[config.mk]
export PLATFORM = sky130hd
export DESIGN_NAME = astrc_core
export DESIGN_NICKNAME = d
export VERILOG_FILES = /design/src/design/astrc_pkg.sv /design/src/design/astrc_baud.sv /design/src/design/astrc_rx.sv /design/src/design/astrc_core.sv
export SDC_FILE = /design/constraint.sdc
export NUM_CORES = 1
export LEC_CHECK = 0
export ABC_AREA = 1
export BUFFER_PORTS_ARGS = -buffer_cell sky130_fd_sc_hd__buf_4
export CELL_PAD_IN_SITES_DETAIL_PLACEMENT = 1
export CELL_PAD_IN_SITES_GLOBAL_PLACEMENT = 1
export CORE_MARGIN = 2
export CORE_UTILIZATION = 45
export DETAILED_ROUTE_END_ITERATION = 10
export PLACE_DENSITY_LB_ADDON = 0.1
export SLEW_MARGIN = 25
export SYNTH_ARGS = -nofsm -noshare
export SYNTH_HDL_FRONTEND = slang
export SYNTH_SLANG_ARGS = --single-unit
export TNS_END_PERCENT = 1
[constraint.sdc]
create_clock -name clock_i -period 3.3 [get_ports clock_i]
set_clock_uncertainty 0.05 [all_clocks]
set_input_delay 0.66 -clock clock_i [delete_from_list [all_inputs] [get_ports clock_i]]
set_output_delay 0.66 -clock clock_i [all_outputs]
set_load 0.01 [all_outputs]
[src/design/astrc_pkg.sv]
// Shared constants and types for the asynchronous serial transmit and receive core.
// Assumes a single clock domain and an APB register port with 32-bit data.
`default_nettype none

package astrc_pkg;

  // Register byte addresses on the APB port.
  localparam logic [7:0] ADDR_CTRL1 = 8'h00;
  localparam logic [7:0] ADDR_CTRL2 = 8'h04;
  localparam logic [7:0] ADDR_CTRL3 = 8'h08;
  localparam logic [7:0] ADDR_STAT1 = 8'h0c;
  localparam logic [7:0] ADDR_STAT2 = 8'h10;
  localparam logic [7:0] ADDR_DATA = 8'h14;
  localparam logic [7:0] ADDR_BAUD = 8'h18;

  // Field positions.
  localparam int C1_PORT_EN = 6;
  localparam int C1_TX_INV = 5;
  localparam int C1_CHAR9 = 4;
  localparam int C2_TXE_IE = 7;
  localparam int C2_TXD_IE = 6;
  localparam int C2_RXF_IE = 5;
  localparam int C2_TX_EN = 3;
  localparam int C2_RX_EN = 2;
  localparam int C2_BREAK = 0;
  localparam int C3_RX9 = 7;
  localparam int C3_TX9 = 6;
  localparam int S1_TXE = 7;
  localparam int S1_TXD = 6;
  localparam int S1_RXF = 5;
  localparam int S1_NF = 2;
  localparam int S1_FE = 1;
  localparam int S2_BRK = 1;
  localparam int S2_BUSY = 0;
  localparam int BAUD_SRC = 16;

  // Reset value of the oversample divider.
  localparam logic [15:0] BAUD_DIV_RST = 16'h0001;

  // Frame lengths in bit times and receive counts.
  localparam logic [3:0] OS_LAST = 4'hf;
  localparam logic [3:0] FRAME8 = 4'ha;
  localparam logic [3:0] FRAME9 = 4'hb;
  localparam logic [3:0] BITS8 = 4'h8;
  localparam logic [3:0] BITS9 = 4'h9;

  // Oversample tick positions within one bit.
  localparam logic [4:0] RT1 = 5'h01;
  localparam logic [4:0] RT3 = 5'h03;
  localparam logic [4:0] RT5 = 5'h05;
  localparam logic [4:0] RT7 = 5'h07;
  localparam logic [4:0] RT8 = 5'h08;
  localparam logic [4:0] RT9 = 5'h09;
  localparam logic [4:0] RT10 = 5'h0a;
  localparam logic [4:0] RT_RESYNC = 5'h0c;
  localparam logic [4:0] RT16 = 5'h10;

  typedef enum logic [1:0] {
    TX_IDLE = 2'b00,
    TX_PRE = 2'b01,
    TX_DATA = 2'b10,
    TX_BRK = 2'b11
  } astrc_tx_st_t;

  typedef enum logic [1:0] {
    RX_HUNT = 2'b00,
    RX_START = 2'b01,
    RX_BITS = 2'b10
  } astrc_rx_st_t;

endpackage : astrc_pkg

`default_nettype wire

[src/design/astrc_baud.sv]
// Oversample tick generator: one pulse per oversample period, sixteen per bit.
// Assumes the external baud source is asynchronous and slower than clock_i / 4.
`default_nettype none

module astrc_baud
  import astrc_pkg::*;
#(
  parameter int DIV_W = 16
) (
  input wire logic clock_i,
  input wire logic nrst_i,
  input wire logic ce_i,
  input wire logic src_sel_i,
  input wire logic ext_clk_i,
  input wire logic [DIV_W-1:0] div_i,
  output logic tick_o
);

  logic s1_r, s2_r, s3_r;
  logic [DIV_W-1:0] cnt_r;

  // The external source passes two flops; the third only feeds edge detection.
  always_ff @(posedge clock_i or negedge nrst_i) begin
    if (!nrst_i) begin
      s1_r <= 1'b0;
      s2_r <= 1'b0;
      s3_r <= 1'b0;
    end else if (ce_i) begin
      s1_r <= ext_clk_i;
      s2_r <= s1_r;
      s3_r <= s2_r;
    end
  end

  // Internal divider; a divisor of zero behaves as one so the tick never stops.
  always_ff @(posedge clock_i or negedge nrst_i) begin
    if (!nrst_i) begin
      cnt_r <= '0;
      tick_o <= 1'b0;
    end else if (ce_i) begin
      if (src_sel_i) begin
        cnt_r <= '0;
        tick_o <= s2_r & !s3_r;
      end else if (cnt_r + 1'b1 >= div_i) begin
        cnt_r <= '0;
        tick_o <= 1'b1;
      end else begin
        cnt_r <= cnt_r + 1'b1;
        tick_o <= 1'b0;
      end
    end
  end

endmodule : astrc_baud

`default_nettype wire

[src/design/astrc_rx.sv]
// Receiver: start search, start verification, majority-vote data and stop recovery.
// Assumes tick_i is a one-cycle oversample pulse at sixteen times the baud rate.
`default_nettype none

module astrc_rx
  import astrc_pkg::*;
(
  input wire logic clock_i,
  input wire logic nrst_i,
  input wire logic ce_i,
  input wire logic en_i,
  input wire logic tick_i,
  input wire logic char9_i,
  input wire logic rx_pin_i,
  output logic done_o,
  output logic [7:0] data_o,
  output logic ninth_o,
  output logic fe_o,
  output logic nf_o,
  output logic brk_o,
  output logic busy_o
);

  astrc_rx_st_t st_r;
  logic sy1_r, sy2_r, last_r, nf_r, prev_r, edge_r, allz_r;
  logic [2:0] hist_r, samp_r;
  logic [4:0] rt_r, edge_rt_r;
  logic [3:0] idx_r;
  logic [8:0] dat_r;
  logic [2:0] win;
  logic vote, split;

  // Three samples: two held, one live; majority and disagreement.
  assign win = {samp_r[1:0], sy2_r};
  assign vote = (win[0] & win[1]) | (win[0] & win[2]) | (win[1] & win[2]);
  assign split = (win != 3'h0) && (win != 3'h7);
  assign busy_o = (st_r != RX_HUNT);

  // Pin synchroniser.
  always_ff @(posedge clock_i or negedge nrst_i) begin
    if (!nrst_i) begin
      sy1_r <= 1'b1;
      sy2_r <= 1'b1;
    end else if (ce_i) begin
      sy1_r <= rx_pin_i;
      sy2_r <= sy1_r;
    end
  end

  // Receive sequencer, advanced once per oversample tick.
  always_ff @(posedge clock_i or negedge nrst_i) begin
    if (!nrst_i) begin
      st_r <= RX_HUNT;
      hist_r <= 3'h0;
      samp_r <= 3'h0;
      rt_r <= RT1;
      edge_rt_r <= RT1;
      idx_r <= 4'h0;
      dat_r <= 9'h000;
      {last_r, nf_r, prev_r, edge_r, allz_r} <= 5'h00;
      {done_o, data_o, ninth_o, fe_o, nf_o, brk_o} <= 13'h0000;
    end else if (ce_i) begin
      done_o <= 1'b0;
      if (!en_i) begin
        st_r <= RX_HUNT;
        hist_r <= 3'h0;
      end else if (tick_i) begin
        last_r <= sy2_r;
        rt_r <= (rt_r == RT16) ? RT1 : rt_r + RT1;
        if (rt_r == RT3 || rt_r == RT5 || rt_r == RT8 || rt_r == RT9) begin
          samp_r <= {samp_r[1:0], sy2_r};
        end
        case (st_r)
          RX_HUNT: begin
            hist_r <= {hist_r[1:0], sy2_r};
            if (!sy2_r && hist_r == 3'h7) begin
              st_r <= RX_START;
              rt_r <= RT1 + RT1;
              nf_r <= 1'b0;
            end else begin
              rt_r <= RT1;
            end
          end
          RX_START: begin
            if (rt_r == RT7) begin
              if (vote) begin
                st_r <= RX_HUNT;
                hist_r <= 3'h0;
                rt_r <= RT1;
              end else if (win != 3'h0) begin
                nf_r <= 1'b1;
              end
            end
            if (rt_r == RT10 && win != 3'h0) begin
              nf_r <= 1'b1;
            end
            if (rt_r == RT16) begin
              st_r <= RX_BITS;
              idx_r <= 4'h0;
              prev_r <= 1'b0;
              edge_r <= 1'b0;
              allz_r <= 1'b1;
            end
          end
          RX_BITS: begin
            // A falling edge early in the bit is remembered for resynchronisation.
            if (!edge_r && last_r && !sy2_r && rt_r <= RT7) begin
              edge_r <= 1'b1;
              edge_rt_r <= rt_r;
            end
            if (rt_r == RT10) begin
              edge_r <= 1'b0;
              if (idx_r == (char9_i ? BITS9 : BITS8)) begin
                st_r <= RX_HUNT;
                hist_r <= 3'h0;
                done_o <= 1'b1;
                fe_o <= !vote;
                nf_o <= nf_r | split;
                brk_o <= allz_r & !vote;
                // A break leaves zero data and a zero ninth bit.
                data_o <= (allz_r & !vote) ? 8'h00 : dat_r[7:0];
                ninth_o <= (allz_r & !vote) ? 1'b0 :
                           (char9_i ? dat_r[8] : dat_r[7]);
              end else begin
                dat_r[idx_r] <= vote;
                nf_r <= nf_r | split;
                allz_r <= allz_r & !vote;
                prev_r <= vote;
                idx_r <= idx_r + 4'h1;
                if (prev_r && !vote && edge_r) begin
                  rt_r <= RT_RESYNC - edge_rt_r;
                end
              end
            end
          end
          default: st_r <= RX_HUNT;
        endcase
      end
    end
  end

endmodule : astrc_rx

`default_nettype wire

[src/design/astrc_core.sv]
// Asynchronous serial transmit and receive core with an APB register port.
// Assumes APB from logic on clock_i; rx_pin_i and baud_ext_i are asynchronous pins.
// Summary of operation
// - Length select picks 8 or 9 data bits; ninth transmit bit supplies bit 8.
// - Received ninth bit holds bit 8, or a copy of bit 7 in 8-bit mode.
// - Transmit-empty clears only when a status-one read precedes a data write.
// - Transmission opens with a preamble; data framed by start 0 and stop 1.
// - Transmit-empty sets on load into shift register; raises interrupt when enabled.
// - Transmit pin rests at one, or at zero when inverted, whenever no character is shifting.
// - Clearing port enable releases both pins at once.
// - Send-break repeats zero characters; after clearing, at least one 1 follows (only when no data is waiting; waiting data starts at once).
// - Break detected when data bits and stop position are all zero.
// - Break sets framing, full and break flags; clears data and ninth bit.
// - Idle character is all ones, length by length select; preamble is one.
// - Enable cleared mid-character finishes it; toggling enable queues an idle.
// - Invert bit flips every transmitted level including idle and break.
// - Transmit-done shows everything empty and idle; raises interrupt when enabled.
// - Completed character goes to data buffer, sets full, interrupts when enabled.
// - Receiver samples at sixteen times the baud rate.
// - Oversample count resyncs after start bit and on 1-to-0 data changes.
// - Start search looks for zero after three ones, then counts to sixteen.
// - Start verified by ticks 3, 5, 7; two ones fail; one one is noise.
// - Failed verification resets the count and restarts the search.
// - Data bit is majority of ticks 8, 9, 10; disagreement flags noise.
// - Stop bit majority zero is a framing error; disagreement flags noise.
// - Start samples at ticks 8 to 10 only flag noise, never reject.
//
// Decided for this implementation: the APB interface to the registers and the register offsets.
`default_nettype none

module astrc_core
  import astrc_pkg::*;
#(
  parameter int DIV_W = 16
) (
  input wire logic clock_i,
  input wire logic nrst_i,
  input wire logic ce_i,
  input wire logic psel_i,
  input wire logic penable_i,
  input wire logic pwrite_i,
  input wire logic [7:0] paddr_i,
  input wire logic [31:0] pwdata_i,
  output logic [31:0] prdata_o,
  output logic pready_o,
  output logic pslverr_o,
  input wire logic rx_pin_i,
  input wire logic baud_ext_i,
  output logic tx_pin_o,
  output logic tx_pin_oe_o,
  output logic rx_pin_claim_o,
  output logic tx_irq_o,
  output logic rx_irq_o
);

  // The divider and its register must fit the reset value and bus word.
  if (DIV_W < 4 || DIV_W > 16) begin : g_chk
    $error("astrc_core: DIV_W must lie between 4 and 16");
  end

  // Control state.
  logic port_en_r, tx_inv_r, char9_r;
  logic txe_ie_r, txd_ie_r, rxf_ie_r, tx_en_r, rx_en_r, brk_r;
  logic tx9_r, baud_src_r;
  logic [DIV_W-1:0] baud_div_r;

  // Status and data state.
  logic txe_r, txd_r, rxf_r, nf_r, fe_r, bkf_r;
  logic tx_arm_r, rx_arm_r;
  logic [7:0] txbuf_r, rxdata_r;
  logic rx9_r;

  // Transmitter state.
  astrc_tx_st_t tx_st_r;
  astrc_tx_st_t tx_pick;
  logic [3:0] sub_r, bit_r;
  logic [10:0] sh_r;
  logic qidle_r, te_prev_r;

  // Bus and submodule wires.
  logic acc_w, fin_w, wr_w, rd_w, hit_w;
  logic [31:0] rd_v;
  logic os_tick;
  logic rx_done, rx_ninth, rx_fe, rx_nf, rx_brk, rx_busy;
  logic [7:0] rx_data;
  logic bit_end, char_end, launch, te_rise;
  logic [3:0] frame_len;

  // APB phases: a one-cycle wait gives pready a registered source.
  assign acc_w = psel_i & penable_i & !pready_o;
  assign fin_w = psel_i & penable_i & pready_o;
  assign wr_w = fin_w & pwrite_i;
  assign rd_w = fin_w & !pwrite_i;

  // Read mux and address decode.
  always_comb begin
    rd_v = 32'h0000_0000;
    hit_w = 1'b1;
    if (paddr_i == ADDR_CTRL1) begin
      rd_v[C1_PORT_EN] = port_en_r;
      rd_v[C1_TX_INV] = tx_inv_r;
      rd_v[C1_CHAR9] = char9_r;
    end else if (paddr_i == ADDR_CTRL2) begin
      rd_v[C2_TXE_IE] = txe_ie_r;
      rd_v[C2_TXD_IE] = txd_ie_r;
      rd_v[C2_RXF_IE] = rxf_ie_r;
      rd_v[C2_TX_EN] = tx_en_r;
      rd_v[C2_RX_EN] = rx_en_r;
      rd_v[C2_BREAK] = brk_r;
    end else if (paddr_i == ADDR_CTRL3) begin
      rd_v[C3_RX9] = rx9_r;
      rd_v[C3_TX9] = tx9_r;
    end else if (paddr_i == ADDR_STAT1) begin
      rd_v[S1_TXE] = txe_r;
      rd_v[S1_TXD] = txd_r;
      rd_v[S1_RXF] = rxf_r;
      rd_v[S1_NF] = nf_r;
      rd_v[S1_FE] = fe_r;
    end else if (paddr_i == ADDR_STAT2) begin
      rd_v[S2_BRK] = bkf_r;
      rd_v[S2_BUSY] = rx_busy;
    end else if (paddr_i == ADDR_DATA) begin
      rd_v[7:0] = rxdata_r;
    end else if (paddr_i == ADDR_BAUD) begin
      rd_v[DIV_W-1:0] = baud_div_r;
      rd_v[BAUD_SRC] = baud_src_r;
    end else begin
      hit_w = 1'b0;
    end
  end

  // Bus answer: data and error are captured one cycle before completion.
  always_ff @(posedge clock_i or negedge nrst_i) begin
    if (!nrst_i) begin
      pready_o <= 1'b0;
      pslverr_o <= 1'b0;
      prdata_o <= 32'h0000_0000;
    end else if (ce_i) begin
      pready_o <= acc_w;
      pslverr_o <= acc_w & !hit_w;
      if (acc_w) begin
        prdata_o <= pwrite_i ? 32'h0000_0000 : rd_v;
      end
    end
  end

  // Software-written control bits.
  always_ff @(posedge clock_i or negedge nrst_i) begin
    if (!nrst_i) begin
      {port_en_r, tx_inv_r, char9_r} <= 3'h0;
      {txe_ie_r, txd_ie_r, rxf_ie_r} <= 3'h0;
      {tx_en_r, rx_en_r, brk_r, tx9_r, baud_src_r} <= 5'h00;
      baud_div_r <= BAUD_DIV_RST[DIV_W-1:0];
      txbuf_r <= 8'h00;
    end else if (ce_i && wr_w) begin
      if (paddr_i == ADDR_CTRL1) begin
        port_en_r <= pwdata_i[C1_PORT_EN];
        tx_inv_r <= pwdata_i[C1_TX_INV];
        char9_r <= pwdata_i[C1_CHAR9];
      end else if (paddr_i == ADDR_CTRL2) begin
        txe_ie_r <= pwdata_i[C2_TXE_IE];
        txd_ie_r <= pwdata_i[C2_TXD_IE];
        rxf_ie_r <= pwdata_i[C2_RXF_IE];
        tx_en_r <= pwdata_i[C2_TX_EN];
        rx_en_r <= pwdata_i[C2_RX_EN];
        brk_r <= pwdata_i[C2_BREAK];
      end else if (paddr_i == ADDR_CTRL3) begin
        tx9_r <= pwdata_i[C3_TX9];
      end else if (paddr_i == ADDR_DATA) begin
        txbuf_r <= pwdata_i[7:0];
      end else if (paddr_i == ADDR_BAUD) begin
        baud_div_r <= pwdata_i[DIV_W-1:0];
        baud_src_r <= pwdata_i[BAUD_SRC];
      end
    end
  end

  // Oversample clock, shared by both directions.
  astrc_baud #(
    .DIV_W(DIV_W)
  ) u_baud (
    .clock_i(clock_i),
    .nrst_i(nrst_i),
    .ce_i(ce_i),
    .src_sel_i(baud_src_r),
    .ext_clk_i(baud_ext_i),
    .div_i(baud_div_r),
    .tick_o(os_tick)
  );

  // Receiver; it is held in search while the port or receiver is off.
  astrc_rx u_rx (
    .clock_i(clock_i),
    .nrst_i(nrst_i),
    .ce_i(ce_i),
    .en_i(port_en_r & rx_en_r),
    .tick_i(os_tick),
    .char9_i(char9_r),
    .rx_pin_i(rx_pin_i),
    .done_o(rx_done),
    .data_o(rx_data),
    .ninth_o(rx_ninth),
    .fe_o(rx_fe),
    .nf_o(rx_nf),
    .brk_o(rx_brk),
    .busy_o(rx_busy)
  );

  // Receive buffer and flags; a new character wins over a clearing read.
  always_ff @(posedge clock_i or negedge nrst_i) begin
    if (!nrst_i) begin
      {rxf_r, nf_r, fe_r, bkf_r, rx_arm_r, rx9_r} <= 6'h00;
      rxdata_r <= 8'h00;
    end else if (ce_i) begin
      if (rd_w && paddr_i == ADDR_STAT1) begin
        rx_arm_r <= 1'b1;
      end else if (rd_w && paddr_i == ADDR_DATA) begin
        rx_arm_r <= 1'b0;
      end
      if (rd_w && paddr_i == ADDR_DATA && rx_arm_r) begin
        {rxf_r, nf_r, fe_r, bkf_r} <= 4'h0;
      end
      if (rx_done) begin
        rxf_r <= 1'b1;
        rxdata_r <= rx_data;
        rx9_r <= rx_ninth;
        fe_r <= rx_fe;
        nf_r <= rx_nf;
        bkf_r <= rx_brk;
      end
    end
  end

  // Bit timing of the transmitter: sixteen oversample ticks per bit.
  assign frame_len = char9_r ? FRAME9 : FRAME8;
  assign bit_end = os_tick && (sub_r == OS_LAST);
  assign char_end = bit_end && (tx_st_r != TX_IDLE) && (bit_r == frame_len - 4'h1);
  assign launch = (tx_st_r == TX_IDLE) || char_end;
  assign te_rise = tx_en_r & !te_prev_r;

  // Next character: break first, then a queued idle, then buffered data.
  always_comb begin
    tx_pick = TX_IDLE;
    if (tx_en_r && port_en_r) begin
      if (brk_r) begin
        tx_pick = TX_BRK;
      end else if (qidle_r) begin
        tx_pick = TX_PRE;
      end else if (!txe_r) begin
        tx_pick = TX_DATA;
      end
    end
  end

  // Transmit sequencer and shift register.
  always_ff @(posedge clock_i or negedge nrst_i) begin
    if (!nrst_i) begin
      tx_st_r <= TX_IDLE;
      sub_r <= 4'h0;
      bit_r <= 4'h0;
      sh_r <= 11'h7ff;
    end else if (ce_i) begin
      if (!port_en_r) begin
        tx_st_r <= TX_IDLE;
      end else if (launch) begin
        tx_st_r <= tx_pick;
        sub_r <= 4'h0;
        bit_r <= 4'h0;
        case (tx_pick)
          TX_DATA: sh_r <= char9_r ? {1'b1, tx9_r, txbuf_r, 1'b0}
                                   : {2'b11, txbuf_r, 1'b0};
          TX_BRK: sh_r <= 11'h000;
          default: sh_r <= 11'h7ff;
        endcase
      end else if (os_tick) begin
        sub_r <= sub_r + 4'h1;
        if (bit_end) begin
          bit_r <= bit_r + 4'h1;
          sh_r <= {1'b1, sh_r[10:1]};
        end
      end
    end
  end

  // Queued idle: set by each rising enable while the port is on and after a break, taken by a preamble.
  // Enable rises too late for the current stop bit lose data, as software is warned.
  always_ff @(posedge clock_i or negedge nrst_i) begin
    if (!nrst_i) begin
      qidle_r <= 1'b0;
      te_prev_r <= 1'b0;
    end else if (ce_i) begin
      te_prev_r <= tx_en_r;
      if (!port_en_r) begin
        qidle_r <= 1'b0;
      end else if (te_rise) begin
        qidle_r <= 1'b1;
      end else if (char_end && tx_st_r == TX_BRK && !brk_r) begin
        qidle_r <= 1'b1;
      end else if (launch && tx_pick == TX_PRE) begin
        qidle_r <= 1'b0;
      end
    end
  end

  // Transmit-empty: the load sets it even in the cycle software clears it.
  always_ff @(posedge clock_i or negedge nrst_i) begin
    if (!nrst_i) begin
      txe_r <= 1'b1;
      tx_arm_r <= 1'b0;
      txd_r <= 1'b1;
    end else if (ce_i) begin
      if (rd_w && paddr_i == ADDR_STAT1) begin
        tx_arm_r <= 1'b1;
      end else if (wr_w && paddr_i == ADDR_DATA) begin
        tx_arm_r <= 1'b0;
      end
      if (port_en_r && launch && tx_pick == TX_DATA) begin
        txe_r <= 1'b1;
      end else if (wr_w && paddr_i == ADDR_DATA && tx_arm_r) begin
        txe_r <= 1'b0;
      end
      txd_r <= (tx_st_r == TX_IDLE) && txe_r && !qidle_r;
    end
  end

  // Pin drive: idle level outside characters, every level flipped by invert.
  always_ff @(posedge clock_i or negedge nrst_i) begin
    if (!nrst_i) begin
      tx_pin_o <= 1'b1;
      tx_pin_oe_o <= 1'b0;
      rx_pin_claim_o <= 1'b0;
    end else if (ce_i) begin
      tx_pin_o <= ((tx_st_r == TX_IDLE) ? 1'b1 : sh_r[0]) ^ tx_inv_r;
      tx_pin_oe_o <= port_en_r;
      rx_pin_claim_o <= port_en_r & rx_en_r;
    end
  end

  // Interrupt requests are plain levels of flag and enable.
  always_ff @(posedge clock_i or negedge nrst_i) begin
    if (!nrst_i) begin
      tx_irq_o <= 1'b0;
      rx_irq_o <= 1'b0;
    end else if (ce_i) begin
      tx_irq_o <= (txe_r & txe_ie_r) | (txd_r & txd_ie_r);
      rx_irq_o <= rxf_r & rxf_ie_r;
    end
  end

endmodule : astrc_core

`default_nettype wire

After elaboration in Yosys (flattened, before gate mapping):

Cells that the tools add are included.

* word-level logic and storage cells: 362
* output and inout port bits: 39
* bits of input ports: 48
* register bits after elaboration: 184

* order comparisons: 4
* muxes and demuxes: 141
* bitwise logic cells: 26
* eq/ne operators: 43
* $add $sub $neg: 7
* reduce and logical (&&, ||, !) cells: 79

Operators with widths (number)
* 17-bit 2-to-1 mux: 8
* 15-bit 2-to-1 mux: 5
* 8-bit 2-to-1 mux: 7
* 1-bit 2-to-1 mux: 54
* 2-bit 2-to-1 mux: 20
* 4-bit 2-to-1 mux: 9
* 9-bit 2-to-1 mux: 4
* 11-bit 2-to-1 mux: 3
* 16-bit 2-to-1 mux: 2
* 5-bit 2-to-1 mux: 6
* 3-bit 2-to-1 mux: 9
* 1-bit logical AND: 26
* 8-bit by 5-bit equality test with 1-bit output (second input constant): 3
* 6-bit AND reduction: 4
* 11-bit one-hot mux with 2 select lines: 1
* 3-bit inequality test (second input constant): 7
* 7-bit AND reduction: 3
* 10-bit 2-to-1 mux: 2
* 2-bit AND reduction: 9
* 2-bit nonzero test: 9
* 16-bit by 1-bit adder with 16-bit output (second input constant): 1
* 1-bit AND: 16
* 8-bit by 4-bit equality test with 1-bit output (second input constant): 2
* 16-bit greater-or-equal comparator: 1
* other kinds (43): 89

Longest topological paths before layout:

Gate-level depths: netlist (run 1).

* word-level depth: 24
* gate-level depth with buffers: 17
* depth with buffers taken out: 17

Modules after synthesis:

From an unflattened synthesis (run 1), not the netlist that was laid out.

* cells, all modules: 1193
* area, all modules: 9382.7 µm²

By module, submodules not included
* astrc_core: times used 1, area an instance 4823.4 µm², cells an instance 580, sequential area each 2496.1 µm²
* astrc_rx: times used 1, area an instance 2901.5 µm², cells an instance 384, sequential area each 1256.2 µm²
* astrc_baud: times used 1, area an instance 1657.8 µm², cells an instance 229, sequential area each 500.5 µm²

Worst setup path before layout (run 1):

OpenSTA, ideal clock, no wires.

* path kind: reg2reg
* start: register u_baud.cnt_r[0]
* end: register u_baud.cnt_r[10]
* period minus slack after synthesis: 2.401 ns
* required time: 3.120 ns
* library setup time: 0.130 ns
* arrival: 2.221 ns
* setup slack: 0.899 ns
* path buffers: 1
* stages on the path, launching flop included: 14
* cells stage by stage: dfrtp_1 > ha_1 > nand2_1 > inv_1 > or2_2 > nand2_1 > inv_1 > ha_1 > nand2_1 > nor3_1 > nand2_1 > nand4_1 > clkbuf_1 > o21ai_0

* longest elaborated chain between the ends: 4

RTL lines
* start: declaration: line astrc_baud.sv:20 `logic [DIV_W-1:0] cnt_r;`
* start signal: assignment: line astrc_baud.sv:48 `cnt_r <= cnt_r + 1'b1;`
* 16-bit by 1-bit adder with 16-bit output *: line astrc_baud.sv:44, astrc_baud.sv:48
* 16-bit greater-or-equal comparator: line astrc_baud.sv:44 `end else if (cnt_r + 1'b1 >= div_i) begin`
* 16-bit 2-to-1 mux *: line astrc_baud.sv:44
* 16-bit 2-to-1 mux *: line astrc_baud.sv:41 `if (src_sel_i) begin`

Mark *: on every way between the ends. The rest lies on a longest branch, timed or not.
A chain may end at the register's enable or synchronous reset.

Worst setup path in the final report (run 1):

* start: register u_baud.cnt_r[0]
* end: register u_baud.cnt_r[9]

The elaborated chain is that of the path after synthesis.

==> results.cfg, run 1 <==
[run_status]
outcome = finished clean

[grt]
grt_max_degree = 69
grt_pass1_vias = 7716
antenna_found_initial = 0
grt_overflow = 0
grt_pass1_wl_mm = 40.01
grt_use_total_pct = 23.63

[cells_and_area]
diodes = 0
drive_above_1_share_pct = 14.67
fin_util_pct = 52.49
n_fill_cell = 2407
nets = 1234
area_growth_pct = 14.14
finalInstanceArea_mm2 = 0.01025

[timing]
hold_ws_ns = 0.1446
tns_ns = 0
fin_crit_sh_pct = 82.05
max_clock_freq_ghz = 0.3693
relSlewSlack_pct = 53.01
post-route-min-period_ns = 2.708
hold_violations = 0
setup_viol = 0
drv_slew = 0
rsz0062_at_grt = no
worstMarginPinSlew_ns = 0.7032

[yosys]
synth_edf_count = 0
synth_area_mm2 = 0.008979
ys_ff_latch = 169
seq_area_frac_synth_pct = 47.37
yosys_warnings = 0
synthCells = 1093
syn_area_per_cell_um2 = 8.215
synthArstFlopShare_pct = 100.0
ys_types = 47
synthFlopType = dfrtp_1

[drt]
drt_iter0_drc = 328
dr.max_layer_used = met4
drt-total-wl_mm = 23.72
drtPass1Iterations = 4
wl_met3_um = 762
vias_per_cell = 5.128
dr_wl_met2_mm = 11.04
vias = 7338
ant_nets = 0
wl_per_cell_um = 16.58
met1_length_mm = 11.53
drc_errors = 0

[setup_path]
crit_chain = ha_1 -> nand3_1 -> inv_1 -> nand3_1 -> xor2_1 -> inv_1 -> ha_1 -> nand2_1 -> nor3_1 -> nand2_1 -> nand4_1 -> buf_4 -> o21ai_0
required_ns = 3.56
critPathMaxFanout = 15
max_stage_delay_ns = 0.48
worst-setup-path-type = register to register
critPathSlowestCell = dfrtp_1
critPathLaunchType = register
worstPathArrival_ns = 2.97
endpoint_kind = register

[clocking]
cts_buffers = 17
ctsHoldBuffers = 0
cts_tree = done
cts_buffer_depth = 2
path_clk_slew_ns = 0.07
htreeDepth = 4
cts_resized = 0
cts_setup_buffers = 0
clk_latency_ns = 0.44
clockRootBuffer = clkbuf_16
cts_sinks = 169

[floorplan]
core_mm2 = 0.01953
num_io_pins = 87
die_h_um = 145.3
die_w_um = 145.3
row_count = 51
start_util_pct = 45.98
die-area_mm2 = 0.02110

[placed_design]
portBuffers = 56
post-dp-hpwl_mm = 17.69
place_area_mm2 = 0.009646
gp_congestion = 0.8459

[pwr]
vdd_ir_drop_max_uv = 345.1
p_leak_uw = 0.005188
power.density_mw_per_mm2 = 441.7

[worst_hold_path]
hold_class = primary input to async pin

[run]
drv_cap = 0
==> worst paths after layout <==
kind / from / end / slack (ns) / cells past startpoint
worst max-delay path: u_baud.cnt_r[0]$_DFFE_PN0P_ / u_baud.cnt_r[9]$_DFFE_PN0P_ / 0.59 / 13
worst min-delay path: nrst_i / baud_div_r[12]$_DFFE_PN0P_ / 0.14 / 1
max in group asynchronous: nrst_i / u_rx.rt_r[0]$_DFFE_PN1P_ / 2.15 / 2
worst min register to register: sh_r[9]$_DFFE_PN1P_ / sh_r[8]$_DFFE_PN1P_ / 0.42 / 2
worst max register to register: u_baud.cnt_r[0]$_DFFE_PN0P_ / u_baud.cnt_r[9]$_DFFE_PN0P_ / 0.59 / 13
min in group clock_i: rx_pin_i / u_rx.sy1_r$_DFFE_PN1P_ / 0.37 / 3
==> metrics by stage <==
stage | total power, µW | instances | setup WS (ns)
after global routing | 4722 | 1431 | 0.2209
after CTS | 4578 | 1431 | 0.5506
after floorplan | 2370 | 1107 | 0.8988
after global placement | 2517 | 1399 | 0.6936
final | 4527 | 1431 | 0.5924
after detailed placement | 2527 | 1399 | 0.5629
==> where the power goes <==
part / internal (µW) / switching [µW] / leakage [µW]
sequential: 2110 / 40.9 / 0.00222
combinational: 108 / 223 / 0.00268
clock: 1080 / 960 / 0.000289
total: 3300 / 1220 / 0.00519
==> layout make-up <==
cell class                      count  area [µm²]  share of cell area, %
Clock inverter                     15       177.7                  1.734
Multi-Input combinational cell    765        4039                  39.41
Timing Repair Buffer               68       526.8                  5.140
Sequential cell                   169        4253                  41.50
Tap cell                          265       331.6                  3.235
Clock buffer                       17       425.4                  4.151
Inverter                          132       495.5                  4.835
==> cell families (layout without fill, tap and decap cells) <==
group | after synthesis | count (layout) | share of synthesized area [%]
other | 1 | 15 | 0.04177
buffers and inverters | 173 | 232 | 8.236
and+or+nand+nor | 487 | 487 | 22.92
muxes | 19 | 19 | 2.550
adders and majority gates | 33 | 33 | 4.599
AOI/OAI and AO/OA | 189 | 189 | 12.14
xor gates and xnor gates | 22 | 22 | 2.146
DFF | 169 | 169 | 47.37
==> synthesized netlist by cell type, types with 4 or more instances <==
cell / number / area (µm²)
o21ai_0: 105 / 525.5
o211ai_1: 8 / 60.06
nand3_1: 53 / 265.3
buf_2: 6 / 30.03
nor2_2: 4 / 25.02
ha_1: 33 / 412.9
nand4_1: 14 / 87.58
xor2_1: 19 / 166.4
buf_4: 18 / 135.1
mux2_4: 4 / 60.06
a32o_1: 5 / 50.05
mux2_2: 15 / 168.9
a21oi_1: 37 / 185.2
nor3_1: 11 / 55.05
inv_1: 124 / 465.5
o31ai_1: 15 / 112.6
nand2_1: 316 / 1186
nor2_1: 69 / 259.0
inv_2: 8 / 30.03
dfstp_2: 19 / 499.2
clkbuf_1: 14 / 52.55
dfrtp_1: 150 / 3754
nand2_2: 5 / 31.28
==> metal layers <==
layer  vias to the layer above  global-route usage [%]
met5                         -                       0
met4                         0                   6.471
met3                        21                   3.868
met2                        95                   37.65
met1                      3579                   33.56
li1                       3643                       -
==> critical path, delay by kind of cell (launching register included) <==
kind,cells,cell delay [ns]
adders and majority gates,2,0.56
and+or+nand+nor,6,0.80
AOI/OAI and AO/OA,1,0.11
xor gates and xnor gates,1,0.18
buffers and inverters,3,0.39
DFF,1,0.48
==> state kept, by name (all words and copies together), names as in the netlist, 5 cells and up <==
name	flops
u_rx.data_o	8
sh_r	11
prdata_o	17
baud_div_r	16
rxdata_r	8
u_rx.edge_rt_r	5
u_rx.dat_r	9
txbuf_r	8
u_rx.rt_r	5
u_baud.cnt_r	16
==> layout by cell type (no fill, tap or decap), drive strengths merged, types with 3 or more instances in the layout <==
master    n
inv     138
nor2     76
dfrtp   150
nand3    55
clkbuf   17
o31ai    15
a21oi    38
xnor2     3
ha       33
xor2     19
conb     15
o21bai    3
o21ai   106
nand4    14
clkinv    6
nor3     13
mux2     19
nand2   323
a32o      5
dfstp    19
buf      68
or2       3
o211ai    8
Note: power is estimated with default switching activity, not from simulation.
==> run 2: changes to the inputs <==
--- a/config.mk
+++ b/config.mk
@@ -10,7 +10,7 @@
 export CELL_PAD_IN_SITES_DETAIL_PLACEMENT = 1
 export CELL_PAD_IN_SITES_GLOBAL_PLACEMENT = 1
 export CORE_MARGIN = 2
-export CORE_UTILIZATION = 45
+export CORE_UTILIZATION = 41
 export DETAILED_ROUTE_END_ITERATION = 10
 export PLACE_DENSITY_LB_ADDON = 0.1
 export SLEW_MARGIN = 25
==> constraint.sdc (replaced) <==
create_clock -name clock_i -period 2.36 [get_ports clock_i]
set_clock_uncertainty 0.05 [all_clocks]
set_input_delay 0.472 -clock clock_i [delete_from_list [all_inputs] [get_ports clock_i]]
set_output_delay 0.472 -clock clock_i [all_outputs]
set_load 0.01 [all_outputs]
==> results.cfg, run 2 (same netlist as run 1, synthesis figures left out) <==
[floorplan]
num_io_pins = 87
die_w_um = 152.0
core_mm2 = 0.02169
start_util_pct = 41.40
row_count = 54
die-area_mm2 = 0.02310
die_h_um = 152.0

[setup_path]
worst-setup-path-type = register to register
critPathSlowestCell = dfrtp_1
worstPathArrival_ns = 2.88
required_ns = 2.63
critPathLaunchType = register
crit_chain = buf_6 -> nand2_4 -> nor2_4 -> nand3_2 -> xor2_2 -> inv_1 -> ha_1 -> nand2_1 -> inv_1 -> nand3_2 -> nor3_4 -> nand2_1 -> nand4_1 -> buf_4 -> clkbuf_16 -> o21ai_1
max_stage_delay_ns = 0.43
rr_worst_depth = 16
critPathMaxFanout = 7
endpoint_kind = register

[cells_and_area]
nets = 1288
largest-register = prdata_o
area_growth_pct = 25.21
diodes = 0
finalInstanceArea_mm2 = 0.01124
layout_common_cells = 295 x nand2_1, 147 x dfrtp_1, 118 x inv_1
drive_above_1_share_pct = 24.84
top_regs = prdata_o (17), baud_div_r (16), u_baud.cnt_r (16)
final_common_cell = nand2_1
largest_reg_flops = 17

[clocking]
clk_latency_ns = 0.44
path_clk_slew_ns = 0.07
clockRootBuffer = clkbuf_16
cts_sinks = 169
cts_tree = done
cts_buffer_depth = 2
cts_buffers = 17
htreeDepth = 4

[timing]
setup_viol = 17
fin_crit_sh_pct = 110.4
post-route-min-period_ns = 2.605
worstMarginPinSlew_ns = 0.5748
max_clock_freq_ghz = 0.3839
rsz0062_at_grt = yes
hold_violations = 0
relSlewSlack_pct = 61.54
drv_slew = 0
worst_slack_ns = -0.2449

[pwr]
power.density_mw_per_mm2 = 612.1
vdd_ir_drop_max_uv = 457.6
p_leak_uw = 0.005580

[placed_design]
place_area_mm2 = 0.009912
gp_congestion = 0.8290
dp_slack_ns = -0.2136
post-dp-hpwl_mm = 18.42
portBuffers = 56

[worst_hold_path]
hold_depth = 3
hold_class = primary input to register

[grt]
grt_use_total_pct = 22.97
grt_overflow = 0
antenna_found_initial = 0
grt_pass1_vias = 8025
grt_max_degree = 54
grt_pass1_wl_mm = 42.60

[run]
drv_cap = 0

[run_status]
outcome = finished with violations
violations = setup timing

[drt]
vias_per_cell = 5.151
ant_nets = 0
drt-total-wl_mm = 26.67
vias = 7727
wl_per_cell_um = 17.78
drc_errors = 0
drtPass1Iterations = 4
drt_iter0_drc = 348
[run 2: worst max-delay path, delay by kind of cell (launching register included)]
kind / cells / cell delay, ns
compound gates: 1 / 0.06
xor+xnor: 1 / 0.20
flops: 1 / 0.43
simple gates: 8 / 0.90
fa+ha+maj: 1 / 0.27
buf+inv: 5 / 0.59
[run 2: area by class of cell]
cell class                 instances  area [µm²]
clock inverter                    15       239.0
timing repair buffer             122        1005
inverter                         132       498.0
multi-input combinational        765        4468
clock buffer                      17       425.4
sequential                       169        4257
fill                            2594       10450
tap                              280       350.3
[run 2: final timing paths]
path | slack, ns | to | from
max | -0.24 | u_baud.cnt_r[13]$_DFFE_PN0P_ | u_baud.cnt_r[3]$_DFFE_PN0P_
max reg2reg | -0.24 | u_baud.cnt_r[13]$_DFFE_PN0P_ | u_baud.cnt_r[3]$_DFFE_PN0P_
min | 0.20 | u_rx.sy1_r$_DFFE_PN1P_ | rx_pin_i
max in group asynchronous | 1.15 | sh_r[10]$_DFFE_PN1P_ | nrst_i
min reg2reg | 0.42 | u_rx.sy1_r$_DFFE_PN1P_ | u_rx.sy1_r$_DFFE_PN1P_
min in group asynchronous | 0.43 | u_baud.cnt_r[11]$_DFFE_PN0P_ | nrst_i
[run 2: stage by stage]
step | cells | setup TNS [ns] | util, % | power (µW) | hold slack [ns]
3_5_place_dp | 1442 | -3.004 | 45.70 | 3601 | 0.3408
4_1_cts | 1494 | -1.499 | 50.69 | 6906 | 0.1810
6_report | 1500 | -3.663 | 51.83 | 6882 | 0.1957
3_3_place_gp | 1442 | -1.873 | 45.70 | 3586 | 0.3322
2_1_floorplan | 1107 | 0 | - | 3316 | 0.1264
5_1_grt | 1500 | -5.493 | 51.83 | 7119 | 0.1912
[run 2: timing repair]
action,CTS,global route
setup buffers,18,7
resized for setup,70,47
gates cloned,1,0
pin swaps,27,33
setup endpoints to repair,17,17
hold buffers,1,0
endpoints found under the hold margin,26,0
[run 2: where the power goes]
part | switching, µW | internal [µW]
clock | 1290 | 1900
sequential | 63.5 | 2960
combinational | 413 | 257
total | 1760 | 5120
[run 2: layer usage]
layer	vias to the layer above	global-route usage [%]	share of wire, %	wire [µm]
met5	-	0	0	0
met4	0	6.320	1.9	512
met3	36	3.879	3.0	811
met2	127	37.32	48	12750
met1	3832	31.92	47	12600
li1	3732	-	-	-
